==> src/core/bdrb_pkg.sv <==
// ****************************************************************
// bias DAC register bank: shared constants and types
// ****************************************************************
package bdrb_pkg;

  localparam int ADDR_W = 5;

  // register offsets
  localparam logic [4:0] OFS_GLOBAL_CONTROL = 5'h00;
  localparam logic [4:0] OFS_CARRIER_REF = 5'h01;
  localparam logic [4:0] OFS_CARRIER_DRV = 5'h02;
  localparam logic [4:0] OFS_CARRIER_FIN = 5'h03;
  localparam logic [4:0] OFS_PEAKING_REF = 5'h04;
  localparam logic [4:0] OFS_PEAKING_DRV = 5'h05;
  localparam logic [4:0] OFS_PEAKING_FIN = 5'h06;
  localparam logic [4:0] OFS_THERMAL = 5'h0F;
  localparam logic [4:0] OFS_UNLOCK_KEY = 5'h11;

  // global_control field positions
  localparam int CTRL_SOFT_RST_BIT = 6;
  localparam int CTRL_REFRESH_BIT = 5;
  localparam int CTRL_REV_LSB = 0;
  localparam int CTRL_REV_W = 4;

  // revision code, value is arbitrary
  localparam logic [3:0] REVISION_CODE = 4'h6;

  localparam logic [7:0] UNLOCK_KEY = 8'hE3;

  // values after reset
  localparam logic [5:0] CARRIER_REF_RST = 6'h20;
  localparam logic [7:0] CARRIER_DRV_RST = 8'h80;
  localparam logic [7:0] CARRIER_FIN_RST = 8'h80;
  localparam logic [5:0] PEAKING_REF_RST = 6'h20;
  localparam logic [7:0] PEAKING_DRV_RST = 8'h80;
  localparam logic [7:0] PEAKING_FIN_RST = 8'h80;
  localparam logic [7:0] THERMAL_RST = 8'h00;
  localparam logic [1:0] CTRL_REQ_RST = 2'h0;

  // fuse copy waits until the three-stage input filter has settled
  localparam logic [2:0] SETTLE_CYCLES = 3'h5;

  typedef struct packed {
    logic [5:0] carrier_ref;
    logic [7:0] carrier_drv;
    logic [7:0] carrier_fin;
    logic [5:0] peaking_ref;
    logic [7:0] peaking_drv;
    logic [7:0] peaking_fin;
  } bdrb_dac_s;

  typedef struct packed {
    logic programmed;
    bdrb_dac_s dac;
  } bdrb_otp_s;

  localparam bdrb_dac_s DAC_RST = '{
    carrier_ref: CARRIER_REF_RST,
    carrier_drv: CARRIER_DRV_RST,
    carrier_fin: CARRIER_FIN_RST,
    peaking_ref: PEAKING_REF_RST,
    peaking_drv: PEAKING_DRV_RST,
    peaking_fin: PEAKING_FIN_RST
  };

  typedef enum logic [1:0] {
    BDRB_IDLE = 2'h0,
    BDRB_SETTLE = 2'h1,
    BDRB_COPY = 2'h3
  } bdrb_load_e;

endpackage

==> src/core/bdrb_sync.sv <==
`timescale 1ns/10ps
// ****************************************************************
// three-stage input filter for signals from outside core_clk
// ****************************************************************
module bdrb_sync #(
  parameter int W = 8
) (
  input wire logic core_clk,
  input wire logic nrst,
  input wire logic [W-1:0] async_in,
  output logic [W-1:0] sync_out
);

  logic [W-1:0] stage1;
  logic [W-1:0] stage2;
  logic [W-1:0] stage3;

  always_ff @(posedge core_clk) begin
    if (!nrst) begin
      stage1 <= '0;
      stage2 <= '0;
      stage3 <= '0;
    end else begin
      stage1 <= async_in;
      stage2 <= stage1;
      stage3 <= stage2;
    end
  end

  // stage1 is only seen by stage2; a change counts once 2 and 3 agree
  always_ff @(posedge core_clk) begin
    if (!nrst) begin
      sync_out <= '0;
    end else if (stage2 == stage3) begin
      sync_out <= stage3;
    end
  end

endmodule

==> src/core/bdrb_bank.sv <==
`timescale 1ns/10ps
// What this block does
// - writing 1 to control bit 6 returns DAC registers, thermal reading and override mode to defaults
// - writing 1 to control bit 5 recopies fuse values into fuse registers
// - control bits 0 to 3 show a fixed revision, writes ignored
// - address 1: 6-bit carrier reference, default 6'h20, override writes only
// - address 4: 6-bit peaking reference, fuse loaded, override writes only
// - addresses 2 and 3: carrier gate offsets, default 8'h80, override only
// - addresses 5 and 6: peaking gate offsets, final default 8'h80
// - gate offset code passes unchanged; larger code means lower gate
// - address 15: read-only thermal reading, resets to 8'h00
// - writing 8'hE3 to address 17 enters override mode; nothing readable
// - any other byte written to address 17 leaves override mode at once
// - in override mode addresses 1 to 6 accept writes
// - outside override mode DAC writes are dropped; reads always allowed
// - at reset the fuse contents load into fuse-loaded registers
// - defaults stay only when the fuse store is unprogrammed
module bdrb_bank (
  input wire logic core_clk,
  input wire logic nrst,
  input wire logic [4:0] reg_addr,
  input wire logic reg_wr,
  input wire logic [7:0] reg_wdata,
  input wire logic reg_rd,
  output logic [7:0] reg_rdata,
  output logic reg_rvalid,
  output logic reg_busy,
  output logic reg_wr_refused,
  input wire bdrb_pkg::bdrb_otp_s otp_in,
  input wire logic [7:0] thermal_in,
  output bdrb_pkg::bdrb_dac_s dac_out,
  output logic override_mode,
  output logic fuse_loaded
);

  // ****************************************************************
  // helpers
  // ****************************************************************
  function automatic logic is_dac_addr(input logic [4:0] addr);
    is_dac_addr = (addr >= bdrb_pkg::OFS_CARRIER_REF) &&
                  (addr <= bdrb_pkg::OFS_PEAKING_FIN);
  endfunction

  function automatic logic [7:0] pad6(input logic [5:0] val);
    pad6 = {2'h0, val};
  endfunction

  // ****************************************************************
  // declarations
  // ****************************************************************
  bdrb_pkg::bdrb_otp_s otp_sync;
  logic [7:0] thermal_sync;
  bdrb_pkg::bdrb_dac_s dac;
  logic [7:0] thermal_reading;
  logic [1:0] ctrl_req;
  bdrb_pkg::bdrb_load_e load_state;
  bdrb_pkg::bdrb_load_e next_load_state;
  logic [2:0] settle_cnt;
  logic wr_ok;
  logic ctrl_wr;
  logic key_wr;
  logic dac_wr;
  logic soft_rst_req;
  logic refresh_req;
  logic reload_start;
  logic [7:0] next_rdata;

  // ****************************************************************
  // input filtering
  // ****************************************************************
  // the fuse outputs and the thermal converter sit outside core_clk
  bdrb_sync #(
    .W($bits(bdrb_pkg::bdrb_otp_s))
  ) u_otp_sync (
    .core_clk(core_clk),
    .nrst(nrst),
    .async_in(otp_in),
    .sync_out(otp_sync)
  );

  bdrb_sync #(
    .W(8)
  ) u_thermal_sync (
    .core_clk(core_clk),
    .nrst(nrst),
    .async_in(thermal_in),
    .sync_out(thermal_sync)
  );

  // ****************************************************************
  // write decode
  // ****************************************************************
  // writes are refused while the fuse copy runs so that a host value
  // is never overwritten half way through a reload
  assign reg_busy = (load_state != bdrb_pkg::BDRB_IDLE);
  assign wr_ok = reg_wr && !reg_busy;
  assign ctrl_wr = wr_ok && (reg_addr == bdrb_pkg::OFS_GLOBAL_CONTROL);
  assign key_wr = wr_ok && (reg_addr == bdrb_pkg::OFS_UNLOCK_KEY);
  assign dac_wr = wr_ok && override_mode && is_dac_addr(reg_addr);

  // a refused write: busy, or a DAC write outside override mode
  always_comb begin
    reg_wr_refused = 1'b0;
    if (reg_wr && reg_busy) begin
      reg_wr_refused = 1'b1;
    end else if (reg_wr && is_dac_addr(reg_addr) && !override_mode) begin
      reg_wr_refused = 1'b1;
    end
  end

  assign soft_rst_req = ctrl_wr && reg_wdata[bdrb_pkg::CTRL_SOFT_RST_BIT];
  // soft reset already includes the reload, so it takes precedence
  assign refresh_req = ctrl_wr && reg_wdata[bdrb_pkg::CTRL_REFRESH_BIT] &&
                       !soft_rst_req;
  assign reload_start = soft_rst_req || refresh_req;

  // ****************************************************************
  // global control request bits
  // ****************************************************************
  // the request bits keep what the host wrote; the host clears them
  always_ff @(posedge core_clk) begin
    if (!nrst) begin
      ctrl_req <= bdrb_pkg::CTRL_REQ_RST;
    end else if (ctrl_wr) begin
      ctrl_req <= {reg_wdata[bdrb_pkg::CTRL_SOFT_RST_BIT],
                   reg_wdata[bdrb_pkg::CTRL_REFRESH_BIT]};
    end
  end

  // ****************************************************************
  // override mode
  // ****************************************************************
  always_ff @(posedge core_clk) begin
    if (!nrst) begin
      override_mode <= 1'b0;
    end else if (soft_rst_req) begin
      override_mode <= 1'b0;
    end else if (key_wr) begin
      if (reg_wdata == bdrb_pkg::UNLOCK_KEY) begin
        override_mode <= 1'b1;
      end else begin
        override_mode <= 1'b0;
      end
    end
  end

  // ****************************************************************
  // fuse copy sequencer
  // ****************************************************************
  always_ff @(posedge core_clk) begin
    if (!nrst) begin
      load_state <= bdrb_pkg::BDRB_SETTLE;
    end else begin
      load_state <= next_load_state;
    end
  end

  always_comb begin
    next_load_state = load_state;
    case (load_state)
      bdrb_pkg::BDRB_IDLE: begin
        if (reload_start) begin
          next_load_state = bdrb_pkg::BDRB_SETTLE;
        end
      end
      bdrb_pkg::BDRB_SETTLE: begin
        if (settle_cnt == bdrb_pkg::SETTLE_CYCLES - 3'h1) begin
          next_load_state = bdrb_pkg::BDRB_COPY;
        end
      end
      bdrb_pkg::BDRB_COPY: begin
        next_load_state = bdrb_pkg::BDRB_IDLE;
      end
      default: begin
        next_load_state = bdrb_pkg::BDRB_IDLE;
      end
    endcase
  end

  always_ff @(posedge core_clk) begin
    if (!nrst) begin
      settle_cnt <= 3'h0;
    end else if (load_state == bdrb_pkg::BDRB_SETTLE) begin
      settle_cnt <= settle_cnt + 3'h1;
    end else begin
      settle_cnt <= 3'h0;
    end
  end

  // shows whether the last copy took fuse values or the defaults
  always_ff @(posedge core_clk) begin
    if (!nrst) begin
      fuse_loaded <= 1'b0;
    end else if (load_state == bdrb_pkg::BDRB_COPY) begin
      fuse_loaded <= otp_sync.programmed;
    end
  end

  // ****************************************************************
  // DAC setting registers
  // ****************************************************************
  always_ff @(posedge core_clk) begin
    if (!nrst) begin
      dac <= bdrb_pkg::DAC_RST;
    end else if (soft_rst_req) begin
      dac <= bdrb_pkg::DAC_RST;
    end else if (load_state == bdrb_pkg::BDRB_COPY) begin
      if (otp_sync.programmed) begin
        dac <= otp_sync.dac;
      end else begin
        dac <= bdrb_pkg::DAC_RST;
      end
    end else if (dac_wr) begin
      case (reg_addr)
        bdrb_pkg::OFS_CARRIER_REF: begin
          dac.carrier_ref <= reg_wdata[5:0];
        end
        bdrb_pkg::OFS_CARRIER_DRV: begin
          dac.carrier_drv <= reg_wdata;
        end
        bdrb_pkg::OFS_CARRIER_FIN: begin
          dac.carrier_fin <= reg_wdata;
        end
        bdrb_pkg::OFS_PEAKING_REF: begin
          dac.peaking_ref <= reg_wdata[5:0];
        end
        bdrb_pkg::OFS_PEAKING_DRV: begin
          dac.peaking_drv <= reg_wdata;
        end
        bdrb_pkg::OFS_PEAKING_FIN: begin
          dac.peaking_fin <= reg_wdata;
        end
        default: begin
          dac <= dac;
        end
      endcase
    end
  end

  // codes go to the converters unchanged; the analog side maps a larger
  // offset code to a lower gate voltage, so no range check is applied
  // here and a low reference level is the host's responsibility
  assign dac_out = dac;

  // ****************************************************************
  // thermal reading
  // ****************************************************************
  always_ff @(posedge core_clk) begin
    if (!nrst) begin
      thermal_reading <= bdrb_pkg::THERMAL_RST;
    end else if (soft_rst_req) begin
      thermal_reading <= bdrb_pkg::THERMAL_RST;
    end else begin
      thermal_reading <= thermal_sync;
    end
  end

  // ****************************************************************
  // read path
  // ****************************************************************
  // reads are served at any time, also during a fuse copy
  always_comb begin
    next_rdata = 8'h00;
    case (reg_addr)
      bdrb_pkg::OFS_GLOBAL_CONTROL: begin
        next_rdata[bdrb_pkg::CTRL_SOFT_RST_BIT] = ctrl_req[1];
        next_rdata[bdrb_pkg::CTRL_REFRESH_BIT] = ctrl_req[0];
        next_rdata[bdrb_pkg::CTRL_REV_LSB +: bdrb_pkg::CTRL_REV_W] =
          bdrb_pkg::REVISION_CODE;
      end
      bdrb_pkg::OFS_CARRIER_REF: begin
        next_rdata = pad6(dac.carrier_ref);
      end
      bdrb_pkg::OFS_CARRIER_DRV: begin
        next_rdata = dac.carrier_drv;
      end
      bdrb_pkg::OFS_CARRIER_FIN: begin
        next_rdata = dac.carrier_fin;
      end
      bdrb_pkg::OFS_PEAKING_REF: begin
        next_rdata = pad6(dac.peaking_ref);
      end
      bdrb_pkg::OFS_PEAKING_DRV: begin
        next_rdata = dac.peaking_drv;
      end
      bdrb_pkg::OFS_PEAKING_FIN: begin
        next_rdata = dac.peaking_fin;
      end
      bdrb_pkg::OFS_THERMAL: begin
        next_rdata = thermal_reading;
      end
      default: begin
        // the unlock key is write only and reserved space is empty
        next_rdata = 8'h00;
      end
    endcase
  end

  always_ff @(posedge core_clk) begin
    if (!nrst) begin
      reg_rdata <= 8'h00;
    end else if (reg_rd) begin
      reg_rdata <= next_rdata;
    end
  end

  always_ff @(posedge core_clk) begin
    if (!nrst) begin
      reg_rvalid <= 1'b0;
    end else begin
      reg_rvalid <= reg_rd;
    end
  end

endmodule

==> config.mk <==
export PLATFORM = sky130hd
export DESIGN_NAME = bdrb_bank
export DESIGN_NICKNAME = d
export VERILOG_FILES = /design/src/core/bdrb_pkg.sv /design/src/core/bdrb_sync.sv /design/src/core/bdrb_bank.sv
export SDC_FILE = /design/constraint.sdc
export NUM_CORES = 1
export LEC_CHECK = 0
export BUFFER_PORTS_ARGS = -buffer_cell sky130_fd_sc_hd__buf_2
export CAP_MARGIN = 15
export CORE_MARGIN = 4
export CORE_UTILIZATION = 55
export DETAILED_ROUTE_END_ITERATION = 8
export PLACE_DENSITY = 0.76
export SETUP_SLACK_MARGIN = 0.3
export SLEW_MARGIN = 20
export SYNTH_ARGS = -nofsm -noshare
export SYNTH_HDL_FRONTEND = slang
export SYNTH_HIERARCHICAL = 1
export SYNTH_SLANG_ARGS = --single-unit
==> constraint.sdc <==
create_clock -name core_clk -period 2.3 [get_ports core_clk]
set_input_delay 0.345 -clock core_clk [delete_from_list [all_inputs] [get_ports core_clk]]
set_output_delay 0.345 -clock core_clk [all_outputs]
set_load 0.01 [all_outputs]
Yosys cells after proc, flatten, opt, wreduce, memory -nomap -nowiden:

Cells that the tools add are included.

* bits in registers: 282
* input port bits: 70
* output and inout port bits: 57
* logic and storage cells: 96

* add/sub/neg operators: 1
* order comparisons: 2
* eq/ne operators: 16
* multiplexer cells: 19
* bitwise logic cells: 1
* reductions and logical operators: 35

Operator list (count)
* $mux 44: 3
* $eq 45x45->1: 1
* $mux 8: 4
* $pmux 4 s8: 1
* $pmux 2 s8: 1
* $reduce_and 2->1: 8
* $reduce_bool 2->1: 8
* $eq 5x3->1 const B: 3
* $logic_and 1x1->1: 12
* $mux 6: 2
* $eq 5x2->1 const B: 2
* $eq 8x8->1: 1
* $eq 8x8->1 const B: 1
* $pmux 1 s7: 1
* $eq 5x1->1 const B: 1
* $eq 5x4->1 const B: 1
* $eq 5x5->1 const B: 1
* $ge 5x1->1 const B: 1
* $le 5x3->1 const B: 1
* $logic_not 5->1: 1
* $pmux 1 s5: 1
* $mux 2: 2
* $ne 2x2->1 const B: 2
* $pmux 2 s2: 1
* other kinds (10): 14

Logic depth before layout (Yosys ltp):

* depth in word-level cells: 10
* mapped depth: 7
* gate-level depth less buffers: 5

Cells and area by module:

Netlist, hierarchy kept.

By module, submodules not included
* bdrb_sync at u_otp_sync: times used 1, cells each 541, area each 5964.5 um^2, sequential area each 3603.5 um^2
* bdrb_bank: times used 1, cells each 425, area each 3567.2 um^2, sequential area each 1401.3 um^2
* bdrb_sync at u_thermal_sync: times used 1, cells each 95, area each 1041.0 um^2, sequential area each 640.6 um^2

Worst setup path before layout:

No wires, ideal clock.

* path type: in2reg
* start point: input reg_addr[3]
* end point: register dac (netlist bit dac_out[12])
* library setup time: 91 ps
* arrival time: 1685 ps
* required time: 2209 ps
* slack: 524 ps
* stages on the path: 6
* path buffers: 2
* path through: buf_2 -> or3b_4 -> o41ai_2 -> buf_4 -> nor2_1 -> a311oi_1

* cells in the longest elaborated chain, start to end: 5
* elaborated cells between the ends (all ways): 12
* classes of those cells: 2 x order compare; 1 x eq/ne; 9 x reduce/logical

RTL lines
* start: declaration: line bdrb_bank.sv:21 `input wire logic [4:0] reg_addr,`
* $ge 5x1->1 or $le 5x3->1 (tied branches): line bdrb_bank.sv:40, bdrb_bank.sv:41
* $logic_and 1x1->1: line bdrb_bank.sv:40 `is_dac_addr = (addr >= bdrb_pkg::OFS_CARRIER_REF) &&`
* $logic_and 1x1->1: line bdrb_bank.sv:99 `assign dac_wr = wr_ok && override_mode && is_dac_addr(reg_addr);`
* $reduce_bool 2->1 (no line)
* $reduce_and 2->1 (no line)
* end signal: assignment: line bdrb_bank.sv:204 `dac <= bdrb_pkg::DAC_RST;`
* end signal: assignment: line bdrb_bank.sv:206 `dac <= bdrb_pkg::DAC_RST;`
* end signal: assignment: line bdrb_bank.sv:209 `dac <= otp_sync.dac;`
* end: declaration: line bdrb_bank.sv:53 `bdrb_pkg::bdrb_dac_s dac;`

Several ways; a longest one is shown, not always the timed one.
A chain may end at the register's enable or synchronous reset.

Worst setup path in the final report:

* start point: register u_otp_sync.stage3[19]
* end point: register u_otp_sync.sync_out[29]

* cells in the longest elaborated chain, start to end: 1

RTL lines
* start: declaration: line bdrb_sync.sv:16 `logic [W-1:0] stage3;`
* start signal: assignment: line bdrb_sync.sv:26 `stage3 <= stage2;`
* $eq 45x45->1: line bdrb_sync.sv:34 `end else if (stage2 == stage3) begin`
* end signal: assignment: line bdrb_sync.sv:35 `sync_out <= stage3;`
* end: declaration: line bdrb_sync.sv:11 `output logic [W-1:0] sync_out`

No other way between the ends.

==> key figures <==
Run status
  – Status: finished clean

Global routing
  – Vias in the first global route: 7619
  – Initial antenna violation count: 0
  – Global-route wire length before repair: 40360 um
  – GRT overflow: 0
  – Largest net degree at the start of global routing: 114
  – Gr usage total: 22.94%

Die
  – Die Y: 146.6 um
  – Core area: 0.01883 mm2
  – Boundary pin count: 127
  – Die ar.: 0.02150 mm2
  – Initial Utilization: 56.15%
  – Rows: 50
  – Die Width: 146.6 um

Clock tree
  – Clk_lat worst skew: 540 ps
  – Root buf cell: clkbuf_16
  – Clock slew at reported path FFs: 60 ps
  – Clock sinks: 282
  – TritonCTS clock tree: done
  – CTS Buffer Depth: 3
  – H-tree levels: 1
  – Cts bufs inserted: 28

Detailed routing
  – DRC: 0
  – Final wirelength: 25960 um
  – Vias: 7952
  – Vias per cell: 5.249
  – WL per Instance: 17.13 um
  – DR iter-0 viols: 591
  – Routed Antenna Nets: 0
  – DR pass1 iterations: 7

Placed design
  – Port Buffer Count: 126
  – Final GP Congestion: 0.9642
  – DP HPWL: 17830 um
  – Dpl cells: 1416

Logic synthesis
  – Synthesis Warnings: 6
  – Yosys reg bits: 282
  – Mapped Avg Cell Area: 9.965 um2
  – Synth unique cells: 67
  – Post-synthesis cell area: 0.01057 mm2
  – Dominant cells by area after synthesis: dfxtp_1 53%, and2_1 10%, mux2i_1 6.1%
  – Syn_nets: 1133
  – Cell taking the most area after synthesis: dfxtp_1
  – Seq/Total Area, Yosys: 53.40%
  – Share of flip-flops with an asynchronous set or reset: 0%
  – Ys flop type: dfxtp_1
  – Area share of the largest cell type after synthesis: 53.40%
  – Mapped Cells: 1061
  – Post-synth EDFFs: 0

Pwr
  – Pleak: 5.451 nW
  – Pwr Density: 780.3 mW/mm2
  – Max IR drop VDD: 680.2 uV
  – Total power: 10.13 mW

Setup path
  – Crit-path max FO: 6
  – Startpoint types: flop
  – Crit-path cells: xor2_1 > nor4_1 > nand4_1 > nor3_4 > buf_6 > buf_6 > mux2i_1
  – Critical Path AT: 2450 ps
  – Crit path kind: reg2reg
  – Most used cell, CP: buf_6
  – Flop2flop setup slack: 310 ps
  – Critical Path RT: 2760 ps
  – Number of buffers and inverters on the critical path: 2
  – CP max-delay cell: nor4_1
  – Critical path's largest stage delay: 370 ps
  – CP endpoint kind: flop
  – Delay-heaviest family, CP: simple AND/OR/NAND/NOR gates

Cells and area
  – Share of cells above drive strength 1: 18.73%
  – Most common cell after layout, fill and taps aside: dfxtp_1
  – Final Util: 68.92%
  – Ant. Diodes: 0
  – P&R area growth vs syn: 22.75%
  – Most frequent cells in the layout: 279 x dfxtp_1, 169 x and2_1, 137 x nand2_1
  – Final std cells w/o fill: 1515
  – Final net count: 1313

Timing
  – Max-slew headroom: 55.05%
  – Fin. max-slew vios: 0
  – Final hold viol count: 0
  – Worst-margin pin slew: 674.3 ps
  – Setup TNS: 0 ps
  – Final setup vio count: 0
  – Minimum clock period: 1985 ps
  – Clock skew: 12.45 ps
  – Fmax: 0.5037 GHz
  – RSZ-0062 raised after global routing: yes
  – Period utilization: 86.32%

Flow run
  – Max-capacitance violation count: 0

Hold path
  – Hold Path Class: in2reg
[repair_timing]
action | CTS | global route
setup endpoints to repair | 0 | 47
hold endpoints to repair | 48 | 0
setup buffers | 0 | 2
hold buffers | 48 | 0
resized for setup | 0 | 9
[cells by family (layout without fill, tap and decap cells)]
family / after synthesis / count (layout) / share of synthesized area [%]
flip-flops: 282 / 282 / 53.40
multiplexers: 66 / 66 / 6.272
adder cells (fa/ha/maj): 2 / 2 / 0.2366
AO/OA/AOI/OAI: 121 / 121 / 8.651
XOR/XNOR: 54 / 54 / 4.473
AND/OR/NAND/NOR: 462 / 462 / 22.89
buffers and inverters: 74 / 268 / 4.083
[worst register-to-register path, cell delays in order, from the launching register on]
cell and delay, ps:
dfxtp_1 310, xor2_1 160, nor4_1 370, nand4_1 240
nor3_4 280, buf_6 180, buf_6 150, mux2i_1 210
[flip-flops by register name (all words and copies together) (netlist names)]
register	flops
u_thermal_sync/sync_out	8
u_thermal_sync/stage1	8
dac_out	44
u_otp_sync/stage2	45
thermal_reading	8
fuse_loaded	1
reg_rdata	8
u_otp_sync/stage3	45
u_otp_sync/stage1	45
u_thermal_sync/stage3	8
load_state	2
ctrl_req	2
u_otp_sync/sync_out	45
u_thermal_sync/stage2	8
override_mode	1
settle_cnt	3
reg_rvalid	1
[through the flow]
step | setup WS [ps] | cell area [um2] | hold WS (ps)
final | 314.6 | 12980 | 8.859
after global routing | 208.7 | 12980 | 13.41
after CTS | 312.0 | 12820 | 0.9751
after detailed placement | 258.6 | 11450 | 416.9
after global placement | 342.1 | 11450 | 414.5
after floorplan | 524.4 | 10570 | 411.9
[per-layer routing]
metal	track usage [%]	share of wire [%]	up-vias
met5	0	0	-
met4	7.291	2.7	0
met3	3.631	6.5	50
met2	38.14	47	287
met1	30.78	44	3671
li1	-	-	3944
[report_power, final]
group,switching (mW),total [mW],internal (mW)
Combinational,0.366,0.683,0.317
Sequential,0.0839,5.12,5.03
Clock,1.77,4.32,2.55
Total,2.22,10.1,7.90
[synth_stat cells, types with 3 or more instances]
cell type and n:
xor2_1 53, a2111oi_0 3, inv_1 9, buf_1 3, buf_12 4, a211oi_1 17
nor3_1 21, and2_1 169, nand3b_1 7, dfxtp_1 282, o211ai_1 3, nor4_1 14
buf_2 12, nor2_1 63, o221ai_1 4, or2_2 3, and3_1 3, nand4_1 6
nand2b_1 5, clkbuf_1 33, nor2b_1 7, mux2i_1 64, dlygate4sd1_1 8, o21ai_0 20
a22oi_1 4, a311oi_1 15, nand3_1 8, a21oi_1 17, a221oi_1 9, nand2_1 138
a41oi_1 3, a31oi_1 5
[worst paths after layout]
| path | startpoint | end | cells past startpoint |
|---|---|---|---|
| hold / removal | thermal_in[5] | u_thermal_sync/stage1[5]$_SDFF_PN0_ | 2 |
| setup / recovery | u_otp_sync/stage3[19]$_SDFF_PN0_ | u_otp_sync/sync_out[29]$_SDFFE_PN0N_ | 7 |
| hold reg to reg | u_otp_sync/stage1[29]$_SDFF_PN0_ | u_otp_sync/stage2[29]$_SDFF_PN0_ | 1 |
| setup reg to reg | u_otp_sync/stage3[19]$_SDFF_PN0_ | u_otp_sync/sync_out[29]$_SDFFE_PN0N_ | 7 |
[final cells by class]
class	count	area, um2
clock inverter	5	77.57
tap	260	325.3
inverter	9	33.78
sequential	282	5649
fill	1469	5853
clock buffer	39	812.0
timing repair buffer	215	1556
multi-input combinational	705	4523
Power figures use the tool's default switching activity.
